**config.mk**
```make
export PLATFORM = sky130hd
export DESIGN_NAME = crcbr_unit
export DESIGN_NICKNAME = d
export VERILOG_FILES = /design/src/rtl/crcbr_pkg.sv /design/src/rtl/crcbr_fold.sv /design/src/rtl/crcbr_flip.sv /design/src/rtl/crcbr_unit.sv
export SDC_FILE = /design/constraint.sdc
export NUM_CORES = 1
export LEC_CHECK = 0
export BUFFER_PORTS_ARGS = -buffer_cell sky130_fd_sc_hd__buf_2
export CORE_MARGIN = 3
export CORE_UTILIZATION = 55
export CTS_BUF_LIST = sky130_fd_sc_hd__clkbuf_8 sky130_fd_sc_hd__clkbuf_16
export CTS_CLUSTER_DIAMETER = 30
export DETAILED_ROUTE_END_ITERATION = 10
export PLACE_DENSITY_LB_ADDON = 0.12
export SYNTH_ARGS = -nofsm -noshare
export SYNTH_HDL_FRONTEND = slang
export SYNTH_SLANG_ARGS = --single-unit
```
**constraint.sdc**
```tcl
create_clock -name clk -period 6.8 [get_ports clk]
set_input_delay 1.36 -clock clk [delete_from_list [all_inputs] [get_ports clk]]
set_output_delay 1.36 -clock clk [all_outputs]
set_load 0.01 [all_outputs]
```
**src/rtl/crcbr_pkg.sv**
```systemverilog
// crcbr_pkg: constants for the checksum unit with bit reverse port
// assumes an 8-bit special function register bus with 8-bit addresses
package crcbr_pkg;
  // register addresses on the special function register bus
  localparam logic [7:0] ADDR_CONTROL = 8'h84;
  localparam logic [7:0] ADDR_BYTE_INPUT = 8'h85;
  localparam logic [7:0] ADDR_RESULT_PORT = 8'h86;
  localparam logic [7:0] ADDR_BIT_REVERSE = 8'h87;
  // control field positions
  localparam int CTL_POLY_SELECT = 4;
  localparam int CTL_INIT_STROBE = 3;
  localparam int CTL_INIT_VALUE = 2;
  localparam int CTL_PTR_HI = 1;
  localparam int CTL_PTR_LO = 0;
  // generators and presets
  localparam logic [15:0] POLY16 = 16'h1021;
  localparam logic [31:0] POLY32 = 32'h04C11DB7;
  localparam logic [31:0] POLY32_REFLECTED = 32'hEDB88320;
  localparam logic [31:0] PRESET_ZERO = 32'h00000000;
  localparam logic [31:0] PRESET_ONES = 32'hFFFFFFFF;
  localparam logic [7:0] CONTROL_RESET = 8'h00;
  localparam logic [7:0] BYTE_ZERO = 8'h00;
  localparam logic [1:0] PTR_STEP = 2'h1;
  localparam int BITS_PER_BYTE = 8;
endpackage

```
**src/rtl/crcbr_fold.sv**
```systemverilog
// crcbr_fold: folds one byte into a running checksum, purely combinational
// assumes the caller registers the result
`timescale 1ns/1ps
module crcbr_fold
  import crcbr_pkg::*;
(
  input wire logic [31:0] acc_in,
  input wire logic [7:0] data_in,
  input wire logic poly16_mode,
  output logic [31:0] acc_out
);
  logic [31:0] a32;
  logic [15:0] a16;

  always_comb
  begin
    // 16-bit path: msb first; 32-bit path: reflected, lsb first
    a16 = acc_in[15:0] ^ {data_in, BYTE_ZERO}; // RULE_13
    a32 = acc_in ^ {24'h000000, data_in}; // RULE_14
    for (int i = 0; i < BITS_PER_BYTE; i++)
    begin
      a16 = a16[15] ? ((a16 << 1) ^ POLY16) : (a16 << 1); // RULE_13
      a32 = a32[0] ? ((a32 >> 1) ^ POLY32_REFLECTED) : (a32 >> 1); // RULE_14
    end
    // upper half is dropped in 16-bit mode, the result is 16 bits wide
    acc_out = poly16_mode ? {16'h0000, a16} : a32; // RULE_01 RULE_05
  end
endmodule // crcbr_fold

```
**src/rtl/crcbr_flip.sv**
```systemverilog
// crcbr_flip: mirrors the bit order of a byte
// assumes nothing of its surroundings; combinational
`timescale 1ns/1ps
module crcbr_flip
(
  input wire logic [7:0] byte_in,
  output logic [7:0] byte_out
);
  always_comb
  begin
    for (int i = 0; i < 8; i++)
    begin
      byte_out[i] = byte_in[7 - i]; // RULE_10
    end
  end
endmodule // crcbr_flip

```
**src/rtl/crcbr_unit.sv**
```systemverilog
// crcbr_unit: byte-fed checksum unit on the special function register bus
// assumes single-cycle read and write strobes, same clock, registered read data
// Notes on behaviour
// RULE_01 - poly select 0 uses the 32-bit generator 04C11DB7, 1 uses the 16-bit generator 1021.
// RULE_02 - init value select 0 presets the result to all zeros, 1 to all ones.
// RULE_03 - writing 1 to control bit 3 presets the whole result; the bit itself is write-only.
// RULE_04 - each byte written to the input register is folded into the result at once.
// RULE_05 - the result is 32 bits wide in 32-bit mode and 16 bits wide in 16-bit mode.
// RULE_06 - the two-bit byte pointer picks the result byte and advances after each port access.
// RULE_07 - in 32-bit mode pointer 0..3 maps to result bytes 0..3.
// RULE_08 - in 16-bit mode pointers 0 and 2 map to byte 0, pointers 1 and 3 to byte 1.
// RULE_09 - the result holds until preset, port write or input byte; reads do not alter it.
// RULE_10 - a byte written to the bit reverse port reads back mirrored.
// RULE_11 - control bits 7 to 5 read as zero and ignore writes.
// RULE_12 - software selects the polynomial, then the preset, then initialises, then feeds bytes.
// RULE_13 - in 16-bit mode the byte goes into the top byte and eight msb-first shifts follow.
// RULE_14 - in 32-bit mode the byte goes into the low byte and eight reflected shifts follow.
// RULE_15 - the result and bit reverse ports are 8-bit read/write, one byte absorbed per cycle.
// RULE_16 - reset clears result, pointer and bit reverse holding register to zero.
`timescale 1ns/1ps
module crcbr_unit
  import crcbr_pkg::*;
(
  input wire logic clk,
  input wire logic sys_rst,
  input wire logic [7:0] sfr_addr,
  input wire logic sfr_wr,
  input wire logic sfr_rd,
  input wire logic [7:0] sfr_wdata,
  output logic [7:0] sfr_rdata,
  output logic sfr_hit
);
  import crcbr_pkg::*;

  typedef struct packed {
    logic poly_select;
    logic init_value_select;
    logic [1:0] result_byte_pointer;
    logic [31:0] result;
    logic [7:0] byte_input;
    logic [7:0] flip_hold;
    logic [7:0] rdata;
  } crcbr_state_t;

  crcbr_state_t st_reg;
  crcbr_state_t st_next;
  logic [31:0] folded;
  logic [7:0] flipped;
  logic [1:0] lane;
  logic wr_ctl;
  logic wr_in;
  logic wr_dat;
  logic rd_dat;
  logic wr_flip;

  // =====================================================================
  // helpers
  // =====================================================================
  // byte lane of the result addressed by the pointer
  function automatic logic [1:0] lane_of(input logic [1:0] ptr, input logic mode16);
    lane_of = mode16 ? {1'b0, ptr[0]} : ptr; // RULE_07 RULE_08
  endfunction

  function automatic logic [7:0] control_view(input crcbr_state_t s);
    control_view = {3'b000, s.poly_select, 1'b0, s.init_value_select, s.result_byte_pointer}; // RULE_11
  endfunction

  crcbr_fold u_fold (
    .acc_in(st_reg.result),
    .data_in(sfr_wdata),
    .poly16_mode(st_reg.poly_select),
    .acc_out(folded)
  );

  crcbr_flip u_flip (
    .byte_in(st_reg.flip_hold),
    .byte_out(flipped)
  );

  // =====================================================================
  // decode
  // =====================================================================
  assign wr_ctl = sfr_wr && (sfr_addr == ADDR_CONTROL);
  assign wr_in = sfr_wr && (sfr_addr == ADDR_BYTE_INPUT);
  assign wr_dat = sfr_wr && (sfr_addr == ADDR_RESULT_PORT);
  assign rd_dat = sfr_rd && (sfr_addr == ADDR_RESULT_PORT);
  assign wr_flip = sfr_wr && (sfr_addr == ADDR_BIT_REVERSE);
  assign lane = lane_of(st_reg.result_byte_pointer, st_reg.poly_select);
  assign sfr_hit = (sfr_addr == ADDR_CONTROL) || (sfr_addr == ADDR_BYTE_INPUT)
                   || (sfr_addr == ADDR_RESULT_PORT) || (sfr_addr == ADDR_BIT_REVERSE);
  assign sfr_rdata = st_reg.rdata;

  // =====================================================================
  // next state
  // =====================================================================
  always_comb
  begin
    st_next = st_reg;
    if (wr_ctl)
    begin
      st_next.poly_select = sfr_wdata[CTL_POLY_SELECT];
      st_next.init_value_select = sfr_wdata[CTL_INIT_VALUE];
      st_next.result_byte_pointer = sfr_wdata[CTL_PTR_HI:CTL_PTR_LO];
      if (sfr_wdata[CTL_INIT_STROBE])
      begin
        // preset uses the select value written in this same access
        st_next.result = sfr_wdata[CTL_INIT_VALUE] ? PRESET_ONES : PRESET_ZERO; // RULE_02 RULE_03
      end
    end
    if (wr_in)
    begin
      st_next.byte_input = sfr_wdata;
      st_next.result = folded; // RULE_04 RULE_15
    end
    if (wr_dat)
    begin
      st_next.result[lane * BITS_PER_BYTE +: BITS_PER_BYTE] = sfr_wdata; // RULE_09
    end
    if (wr_dat || rd_dat)
    begin
      st_next.result_byte_pointer = st_reg.result_byte_pointer + PTR_STEP; // RULE_06
    end
    if (wr_flip)
    begin
      st_next.flip_hold = sfr_wdata; // RULE_10
    end
    // read data registered; reads have no side effect on the result
    st_next.rdata = BYTE_ZERO;
    if (sfr_rd)
    begin
      unique case (sfr_addr)
        ADDR_CONTROL: st_next.rdata = control_view(st_reg); // RULE_11
        ADDR_BYTE_INPUT: st_next.rdata = st_reg.byte_input;
        ADDR_RESULT_PORT: st_next.rdata = st_reg.result[lane * BITS_PER_BYTE +: BITS_PER_BYTE]; // RULE_07 RULE_08
        ADDR_BIT_REVERSE: st_next.rdata = flipped; // RULE_10
        default: st_next.rdata = BYTE_ZERO;
      endcase
    end
  end

  always_ff @(posedge clk or posedge sys_rst)
  begin
    if (sys_rst)
    begin
      st_reg <= '0; // RULE_16
    end
    else
    begin
      st_reg <= st_next;
    end
  end

  // =====================================================================
  // reference models for the checks
  // =====================================================================
  // written unlike the fold and flip blocks so a shared slip cannot hide
  function automatic logic [7:0] mirror_byte(input logic [7:0] b);
    mirror_byte = {b[0], b[1], b[2], b[3], b[4], b[5], b[6], b[7]};
  endfunction

  function automatic logic [31:0] mirror_word(input logic [31:0] w);
    for (int i = 0; i < $bits(w); i++)
    begin
      mirror_word[i] = w[$bits(w) - 1 - i];
    end
  endfunction

  // msb-first form on mirrored words, so the reflected shifter is not trusted
  function automatic logic [31:0] ref_fold32(input logic [31:0] acc, input logic [7:0] data);
    logic [31:0] m;
    m = mirror_word(acc) ^ {mirror_byte(data), 24'h000000};
    for (int i = 0; i < BITS_PER_BYTE; i++)
    begin
      m = m[31] ? ((m << 1) ^ POLY32) : (m << 1);
    end
    ref_fold32 = mirror_word(m);
  endfunction

  // bit-serial form: each data bit meets the feedback tap, no byte pre-xor
  function automatic logic [15:0] ref_fold16(input logic [15:0] acc, input logic [7:0] data);
    logic [15:0] m;
    logic fb;
    m = acc;
    for (int i = 0; i < BITS_PER_BYTE; i++)
    begin
      fb = m[15] ^ data[BITS_PER_BYTE - 1 - i];
      m = {m[14:0], 1'b0} ^ (fb ? POLY16 : 16'h0000);
    end
    ref_fold16 = m;
  endfunction

  // =====================================================================
  // checks
  // =====================================================================
  AST_PRESET_ONES: assert property (@(posedge clk) disable iff (sys_rst) // RULE_02
    wr_ctl && sfr_wdata[CTL_INIT_STROBE] && sfr_wdata[CTL_INIT_VALUE]
    |=> st_reg.result == PRESET_ONES)
    else $error("preset to ones missing");
  AST_PRESET_ZERO: assert property (@(posedge clk) disable iff (sys_rst) // RULE_03
    wr_ctl && sfr_wdata[CTL_INIT_STROBE] && !sfr_wdata[CTL_INIT_VALUE]
    |=> st_reg.result == PRESET_ZERO)
    else $error("preset to zero missing");
  AST_FOLD: assert property (@(posedge clk) disable iff (sys_rst) // RULE_04
    wr_in |=> st_reg.result == $past(folded))
    else $error("input byte not folded");
  AST_WIDTH16: assert property (@(posedge clk) disable iff (sys_rst) // RULE_05
    wr_in && st_reg.poly_select |=> st_reg.result[31:16] == 16'h0000)
    else $error("16-bit result wider than 16 bits");
  AST_PTR_STEP: assert property (@(posedge clk) disable iff (sys_rst) // RULE_06
    (wr_dat || rd_dat) |=> st_reg.result_byte_pointer == $past(st_reg.result_byte_pointer) + PTR_STEP)
    else $error("pointer did not advance");
  AST_READ_LANE: assert property (@(posedge clk) disable iff (sys_rst) // RULE_07
    rd_dat && !st_reg.poly_select
    |=> {24'h000000, sfr_rdata}
    == (($past(st_reg.result) >> {$past(st_reg.result_byte_pointer), 3'b000}) & 32'h000000FF))
    else $error("32-bit lane mismatch");
  AST_LANE16: assert property (@(posedge clk) disable iff (sys_rst) // RULE_08
    rd_dat && st_reg.poly_select |=> sfr_rdata == (($past(st_reg.result_byte_pointer[0]) ? $past(st_reg.result[15:8]) : $past(st_reg.result[7:0]))))
    else $error("16-bit lane mismatch");
  AST_HOLD: assert property (@(posedge clk) disable iff (sys_rst) // RULE_09
    !wr_ctl && !wr_in && !wr_dat |=> $stable(st_reg.result))
    else $error("result changed without cause");
  AST_FLIP: assert property (@(posedge clk) disable iff (sys_rst) // RULE_10
    sfr_rd && sfr_addr == ADDR_BIT_REVERSE |=> sfr_rdata == mirror_byte($past(st_reg.flip_hold)))
    else $error("bit reverse readback wrong");
  AST_CTL_ZERO: assert property (@(posedge clk) disable iff (sys_rst) // RULE_11
    sfr_rd && sfr_addr == ADDR_CONTROL |=> sfr_rdata[7:5] == 3'b000 && sfr_rdata[CTL_INIT_STROBE] == 1'b0)
    else $error("control reserved bits not zero");

  // =====================================================================
  // checks: control and folding
  // =====================================================================
  AST_CTL_NO_INIT: assert property (@(posedge clk) disable iff (sys_rst) // RULE_03
    wr_ctl && !sfr_wdata[CTL_INIT_STROBE] |=> $stable(st_reg.result))
    else $error("control write without init changed the result");
  AST_CTL_LOAD: assert property (@(posedge clk) disable iff (sys_rst) // RULE_01
    wr_ctl |=> st_reg.poly_select == $past(sfr_wdata[CTL_POLY_SELECT])
    && st_reg.init_value_select == $past(sfr_wdata[CTL_INIT_VALUE]))
    else $error("control selects not loaded");
  AST_SEL_HOLD: assert property (@(posedge clk) disable iff (sys_rst) // RULE_01
    !wr_ctl |=> $stable(st_reg.poly_select) && $stable(st_reg.init_value_select))
    else $error("control selects changed without a write");
  AST_FOLD32_REF: assert property (@(posedge clk) disable iff (sys_rst) // RULE_14
    wr_in && !st_reg.poly_select
    |=> st_reg.result == ref_fold32($past(st_reg.result), $past(sfr_wdata)))
    else $error("32-bit fold differs from reference");
  AST_FOLD16_REF: assert property (@(posedge clk) disable iff (sys_rst) // RULE_13
    wr_in && st_reg.poly_select
    |=> st_reg.result[15:0] == ref_fold16($past(st_reg.result[15:0]), $past(sfr_wdata)))
    else $error("16-bit fold differs from reference");

  // =====================================================================
  // checks: result port and pointer
  // =====================================================================
  // reads step the pointer as well, so only a control write may reload it
  AST_PTR_LOAD: assert property (@(posedge clk) disable iff (sys_rst) // RULE_06
    wr_ctl && !rd_dat |=> st_reg.result_byte_pointer == $past(sfr_wdata[CTL_PTR_HI:CTL_PTR_LO]))
    else $error("pointer not loaded by control write");
  AST_PTR_HOLD: assert property (@(posedge clk) disable iff (sys_rst) // RULE_06
    !wr_ctl && !wr_dat && !rd_dat |=> $stable(st_reg.result_byte_pointer))
    else $error("pointer moved without an access");
  AST_PORT_WRITE32: assert property (@(posedge clk) disable iff (sys_rst) // RULE_07
    wr_dat && !st_reg.poly_select
    |=> ((st_reg.result >> {$past(st_reg.result_byte_pointer), 3'b000}) & 32'h000000FF)
    == {24'h000000, $past(sfr_wdata)})
    else $error("32-bit port write landed in the wrong byte");
  AST_PORT_KEEP32: assert property (@(posedge clk) disable iff (sys_rst) // RULE_09
    wr_dat && !st_reg.poly_select
    |=> (st_reg.result & ~(32'h000000FF << {$past(st_reg.result_byte_pointer), 3'b000}))
    == ($past(st_reg.result) & ~(32'h000000FF << {$past(st_reg.result_byte_pointer), 3'b000})))
    else $error("32-bit port write disturbed other bytes");
  AST_PORT_WRITE16: assert property (@(posedge clk) disable iff (sys_rst) // RULE_08
    wr_dat && st_reg.poly_select
    |=> ($past(st_reg.result_byte_pointer[0]) ? st_reg.result[15:8] : st_reg.result[7:0]) == $past(sfr_wdata))
    else $error("16-bit port write landed in the wrong byte");
  AST_WIDTH16_WRITE: assert property (@(posedge clk) disable iff (sys_rst) // RULE_05
    wr_dat && st_reg.poly_select |=> st_reg.result[31:16] == $past(st_reg.result[31:16]))
    else $error("16-bit port write reached the upper half");
  AST_READ_NO_SIDE: assert property (@(posedge clk) disable iff (sys_rst) // RULE_09
    sfr_rd && !sfr_wr |=> $stable(st_reg.result))
    else $error("read altered the result");

  // =====================================================================
  // checks: read data and holding registers
  // =====================================================================
  // read data stands one cycle only, a late sampler sees zero
  AST_RDATA_IDLE: assert property (@(posedge clk) disable iff (sys_rst) // RULE_15
    !sfr_rd |=> sfr_rdata == BYTE_ZERO)
    else $error("read data not cleared after its cycle");
  AST_UNMAPPED: assert property (@(posedge clk) disable iff (sys_rst) // RULE_15
    sfr_rd && !sfr_hit |=> sfr_rdata == BYTE_ZERO)
    else $error("unmapped read returned data");
  AST_CTL_READ: assert property (@(posedge clk) disable iff (sys_rst) // RULE_11
    sfr_rd && sfr_addr == ADDR_CONTROL
    |=> sfr_rdata[CTL_POLY_SELECT] == $past(st_reg.poly_select)
    && sfr_rdata[CTL_INIT_VALUE] == $past(st_reg.init_value_select)
    && sfr_rdata[CTL_PTR_HI:CTL_PTR_LO] == $past(st_reg.result_byte_pointer))
    else $error("control readback wrong");
  AST_INPUT_READBACK: assert property (@(posedge clk) disable iff (sys_rst) // RULE_04
    sfr_rd && sfr_addr == ADDR_BYTE_INPUT |=> sfr_rdata == $past(st_reg.byte_input))
    else $error("byte input readback wrong");
  AST_INPUT_HOLD: assert property (@(posedge clk) disable iff (sys_rst) // RULE_04
    !wr_in |=> $stable(st_reg.byte_input))
    else $error("byte input changed without a write");
  AST_FLIP_CAPTURE: assert property (@(posedge clk) disable iff (sys_rst) // RULE_10
    wr_flip |=> st_reg.flip_hold == $past(sfr_wdata))
    else $error("bit reverse byte not captured");
  AST_FLIP_HOLD: assert property (@(posedge clk) disable iff (sys_rst) // RULE_10
    !wr_flip |=> $stable(st_reg.flip_hold))
    else $error("bit reverse byte changed without a write");
endmodule // crcbr_unit

```
==> flow_summary.toml <==
[run_status]
result_of_the_run = "complete, no violations"

[floorplan]
die-area_mm2 = 0.009513
floorplan.io_pins = 29
die_height_um = 97.54
placement_rows = 32
core_box_area_mm2 = 0.007928
initial_utilization = 0.5813
dieWidth_um = 97.54

[finish]
finish.net_count = 530
largest_register_ff_count = 52
multi_input_area_mm2 = 0.002816
layout-drive-gt1-share = 0.1686
ant_diodes = 0
final.fill_count = 713
area_growth_syn_to_layout_pct = 5.973
layout.area.seq_mm2 = 0.001501

[sta]
min_period_over_period = 0.5736
final_setup_violation_count = 0
fin_tns_setup_ns = 0
timing_max_transition_violations_final = 0
fin_crit_ns = 3.900
grt_setup_unrepaired = "no"
clock.fmax_ghz = 0.2564
slew_headroom = 0.1774
finalHoldViolations = 0
tightest_slew_ns = 1.225
fin_skew_ns = 0.01595

[grt]
grt_pass1_wl_um = 20900
grt_pass1_vias = 3731
grt_max_degree = 61
grt_remaining_overflow = 0
gr-usage-all-layers = 0.2842
antenna_found_initial = 0

[hold_path]
hold_end = "st_reg[22]$_DFFE_PP0N_"
hp-class = "register to register"
min_from = "st_reg[22]$_DFFE_PP0N_"
timing.hold.worst_path_depth = 2

[power_and_ir_drop]
power_report.internal_total_w = 0.0007830
power-per-cell-area_mw_per_mm2 = 251.3
comb_power_share = 0.384
p_sw_frac = 0.3618
power.total_w = 0.001227
power.sequential.fraction = 0.341
leakagePower_nw = 2.162
p_switching_w = 0.0004440
clockPowerShare = 0.276
ir_worst_vdd_v = 0.0001587

[worst_setup_path]
slowest_delay_ns = 0.56
critical_path.startpoint_type = "input port"
rr_worst_depth = 8
rr_startpoint = "st_reg[59]$_DFFE_PP0N_"
crit_path_end_kind = "output pin"
crit_path_cell_trace = "buf_2, or4b_1, nor2_1, buf_2"
worst-setup-path-type = "input port to output pin"
cp_max_fo = 5
critical-path-slowest-cell = "sky130_fd_sc_hd__or4b_1"
r2r-end = "st_reg[48]$_DFF_PP0_"
regToRegSetupSlack_ns = 3.08
worst-endpoint-required_ns = 5.44
crit_path_arrival_time_ns = 2.54
cell_mode_on_critical_path = "sky130_fd_sc_hd__buf_2"

[synthesis]
synth_top_area_cell = "sky130_fd_sc_hd__dfrtp_1"
synthFlopType = "sky130_fd_sc_hd__dfrtp_1"
mappedNetlistNets = 527
postSynthRegisterBits = 60
synth_commonest_cells = "sky130_fd_sc_hd__dfrtp_1 (60), sky130_fd_sc_hd__nand2_1 (60), sky130_fd_sc_hd__xnor2_1 (60), sky130_fd_sc_hd__a21oi_1 (42), sky130_fd_sc_hd__nor2_1 (30)"
syn_area_per_cell_um2 = 9.180
yosys_warnings = 0
synth-edff-count = 0
fraction_of_synthesis_flops_using_an_asynchronous_set_or_reset_pin = 1.000
synth_top_area_share = 0.3258
syn_area_mm2 = 0.004608
synth.yosys.seq_area_share = 0.3258
post_synth_inst_count = 502
post_synth_num_cell_types = 56
post_synth_main_area_contributors = "sky130_fd_sc_hd__dfrtp_1 (33%), sky130_fd_sc_hd__xnor2_1 (11%), sky130_fd_sc_hd__nand2_1 (4.9%), sky130_fd_sc_hd__a21oi_1 (4.6%), sky130_fd_sc_hd__xor2_1 (4.0%)"

[detailed_routing]
drtPass1Iterations = 5
detail_route.wl_per_cell_um = 21.67
ant_nets = 0
dr_total_vias = 3877
wl_um = 13270
drtIter0Drc = 360
viasPerCell = 6.335
drc_errors = 0

[clock_network]
cts_hold_buffers = 0
clock_insertion_delay_worst_skew_ns = 0.36
clkSinkCount = 60
root_buffer = "sky130_fd_sc_hd__clkbuf_8"
total_clock_buffers_created_by_cts = 9
clock_path_buffers = 2
ctsHtreeMaxLevel = 3
cts-resized-gates = 0
tritoncts = "done"
path_clk_slew_ns = 0.07
postCtsSetupBuffers = 0

[placed_design]
place.port_buffers = 28
post-dp-hpwl_um = 9105
gpl.final_weighted_congestion = 0.9492

[job]
cap_viol_max_count = 0
-- worst max-delay path, delay by kind of cell --
family / cells / cell delay [ns]
simple gates: 2 / 0.87
buf+inv: 2 / 0.30
-- power by group through the flow --
stage	Clock, W	Sequential, W	Combinational (W)
2_1_floorplan	0	0.000409	0.000386
3_3_place_gp	0	0.000422	0.000459
3_5_place_dp	0	0.000424	0.000464
4_1_cts	0.000338	0.000417	0.000467
5_1_grt	0.000357	0.000421	0.000511
6_report	0.000338	0.000418	0.000471
-- per-stage QoR --
stage	hold WS (ns)	setup WS, ns	area, µm²	std cells	utilization
after global placement	0.4513	2.975	4683	596	0.5908
after CTS	0.4777	2.920	4883	612	0.6160
after global routing	0.5067	2.888	4883	612	0.6160
after detailed placement	0.4605	2.922	4683	596	0.5908
final	0.4745	2.900	4883	612	0.6160
after floorplan	0.4380	3.218	4608	502	-
-- how the worst max path moves through the flow --
stage,slack (ns),depth (start not counted),endpoint,start
2_1_floorplan,3.22,2,sfr_hit,sfr_addr[6]
3_3_place_gp,2.97,4,sfr_hit,sfr_addr[6]
3_5_place_dp,2.92,4,sfr_hit,sfr_addr[6]
4_1_cts,2.92,4,sfr_hit,sfr_addr[6]
5_1_grt,2.89,4,sfr_hit,sfr_addr[6]
6_report,2.90,4,sfr_hit,sfr_addr[6]
-- routing by layer --
layer	GRT usage	routed length, µm	vias to the layer above
met5	0	0	-
met4	0.1150	374	0
met3	0.05743	926	36
met2	0.4581	6341	176
met1	0.3744	5622	1914
li1	-	-	1751
-- layout make-up --
type	count	area share
clock buffer	9	0.02537
clock inverter	7	0.01563
inverter	12	0.009224
multi-input combinational	387	0.5767
sequential	60	0.3075
tap	102	0.02613
timing repair buffer	35	0.03946
-- placed cells by master (no fill, tap or decap), types with 3 or more instances in the layout --
master                     netlist  final
sky130_fd_sc_hd__nand3_1        20     20
sky130_fd_sc_hd__clkbuf_8        3      9
sky130_fd_sc_hd__xor2_1         21     21
sky130_fd_sc_hd__mux2i_1         9      9
sky130_fd_sc_hd__a31oi_1        13     13
sky130_fd_sc_hd__nor2b_1         5      4
sky130_fd_sc_hd__o22ai_1         3      3
sky130_fd_sc_hd__nand4_1         5      5
sky130_fd_sc_hd__and3_1          5      5
sky130_fd_sc_hd__o21ai_0        25     25
sky130_fd_sc_hd__o31ai_1         9      9
sky130_fd_sc_hd__ha_1            5      5
sky130_fd_sc_hd__mux4_2          7      7
sky130_fd_sc_hd__inv_1          12     11
sky130_fd_sc_hd__dfrtp_1        60     60
sky130_fd_sc_hd__xnor2_4         3      3
sky130_fd_sc_hd__nand2b_1        3      3
sky130_fd_sc_hd__nand2_1        60     60
sky130_fd_sc_hd__nor3_1          3      3
sky130_fd_sc_hd__a21oi_1        42     42
sky130_fd_sc_hd__xnor2_2         4      4
sky130_fd_sc_hd__mux2_2         12     12
sky130_fd_sc_hd__xnor2_1        60     60
sky130_fd_sc_hd__buf_4          11      7
sky130_fd_sc_hd__buf_2           6     28
sky130_fd_sc_hd__a211oi_1        9      9
sky130_fd_sc_hd__a31o_2          3      3
sky130_fd_sc_hd__nor2_1         30     30
-- cells by family (layout without fill, tap and decap cells) --
kind of cell | Yosys count | in the layout | synth area share
and+or+nand+nor | 139 | 139 | 0.1358
muxes | 29 | 29 | 0.08879
buffers and inverters | 55 | 63 | 0.06353
adders and majority gates | 5 | 5 | 0.01358
DFF | 60 | 60 | 0.3258
AOI/OAI and AO/OA | 121 | 121 | 0.1607
xor gates and xnor gates | 93 | 93 | 0.2118
Note: power is estimated with default switching activity, not from simulation.
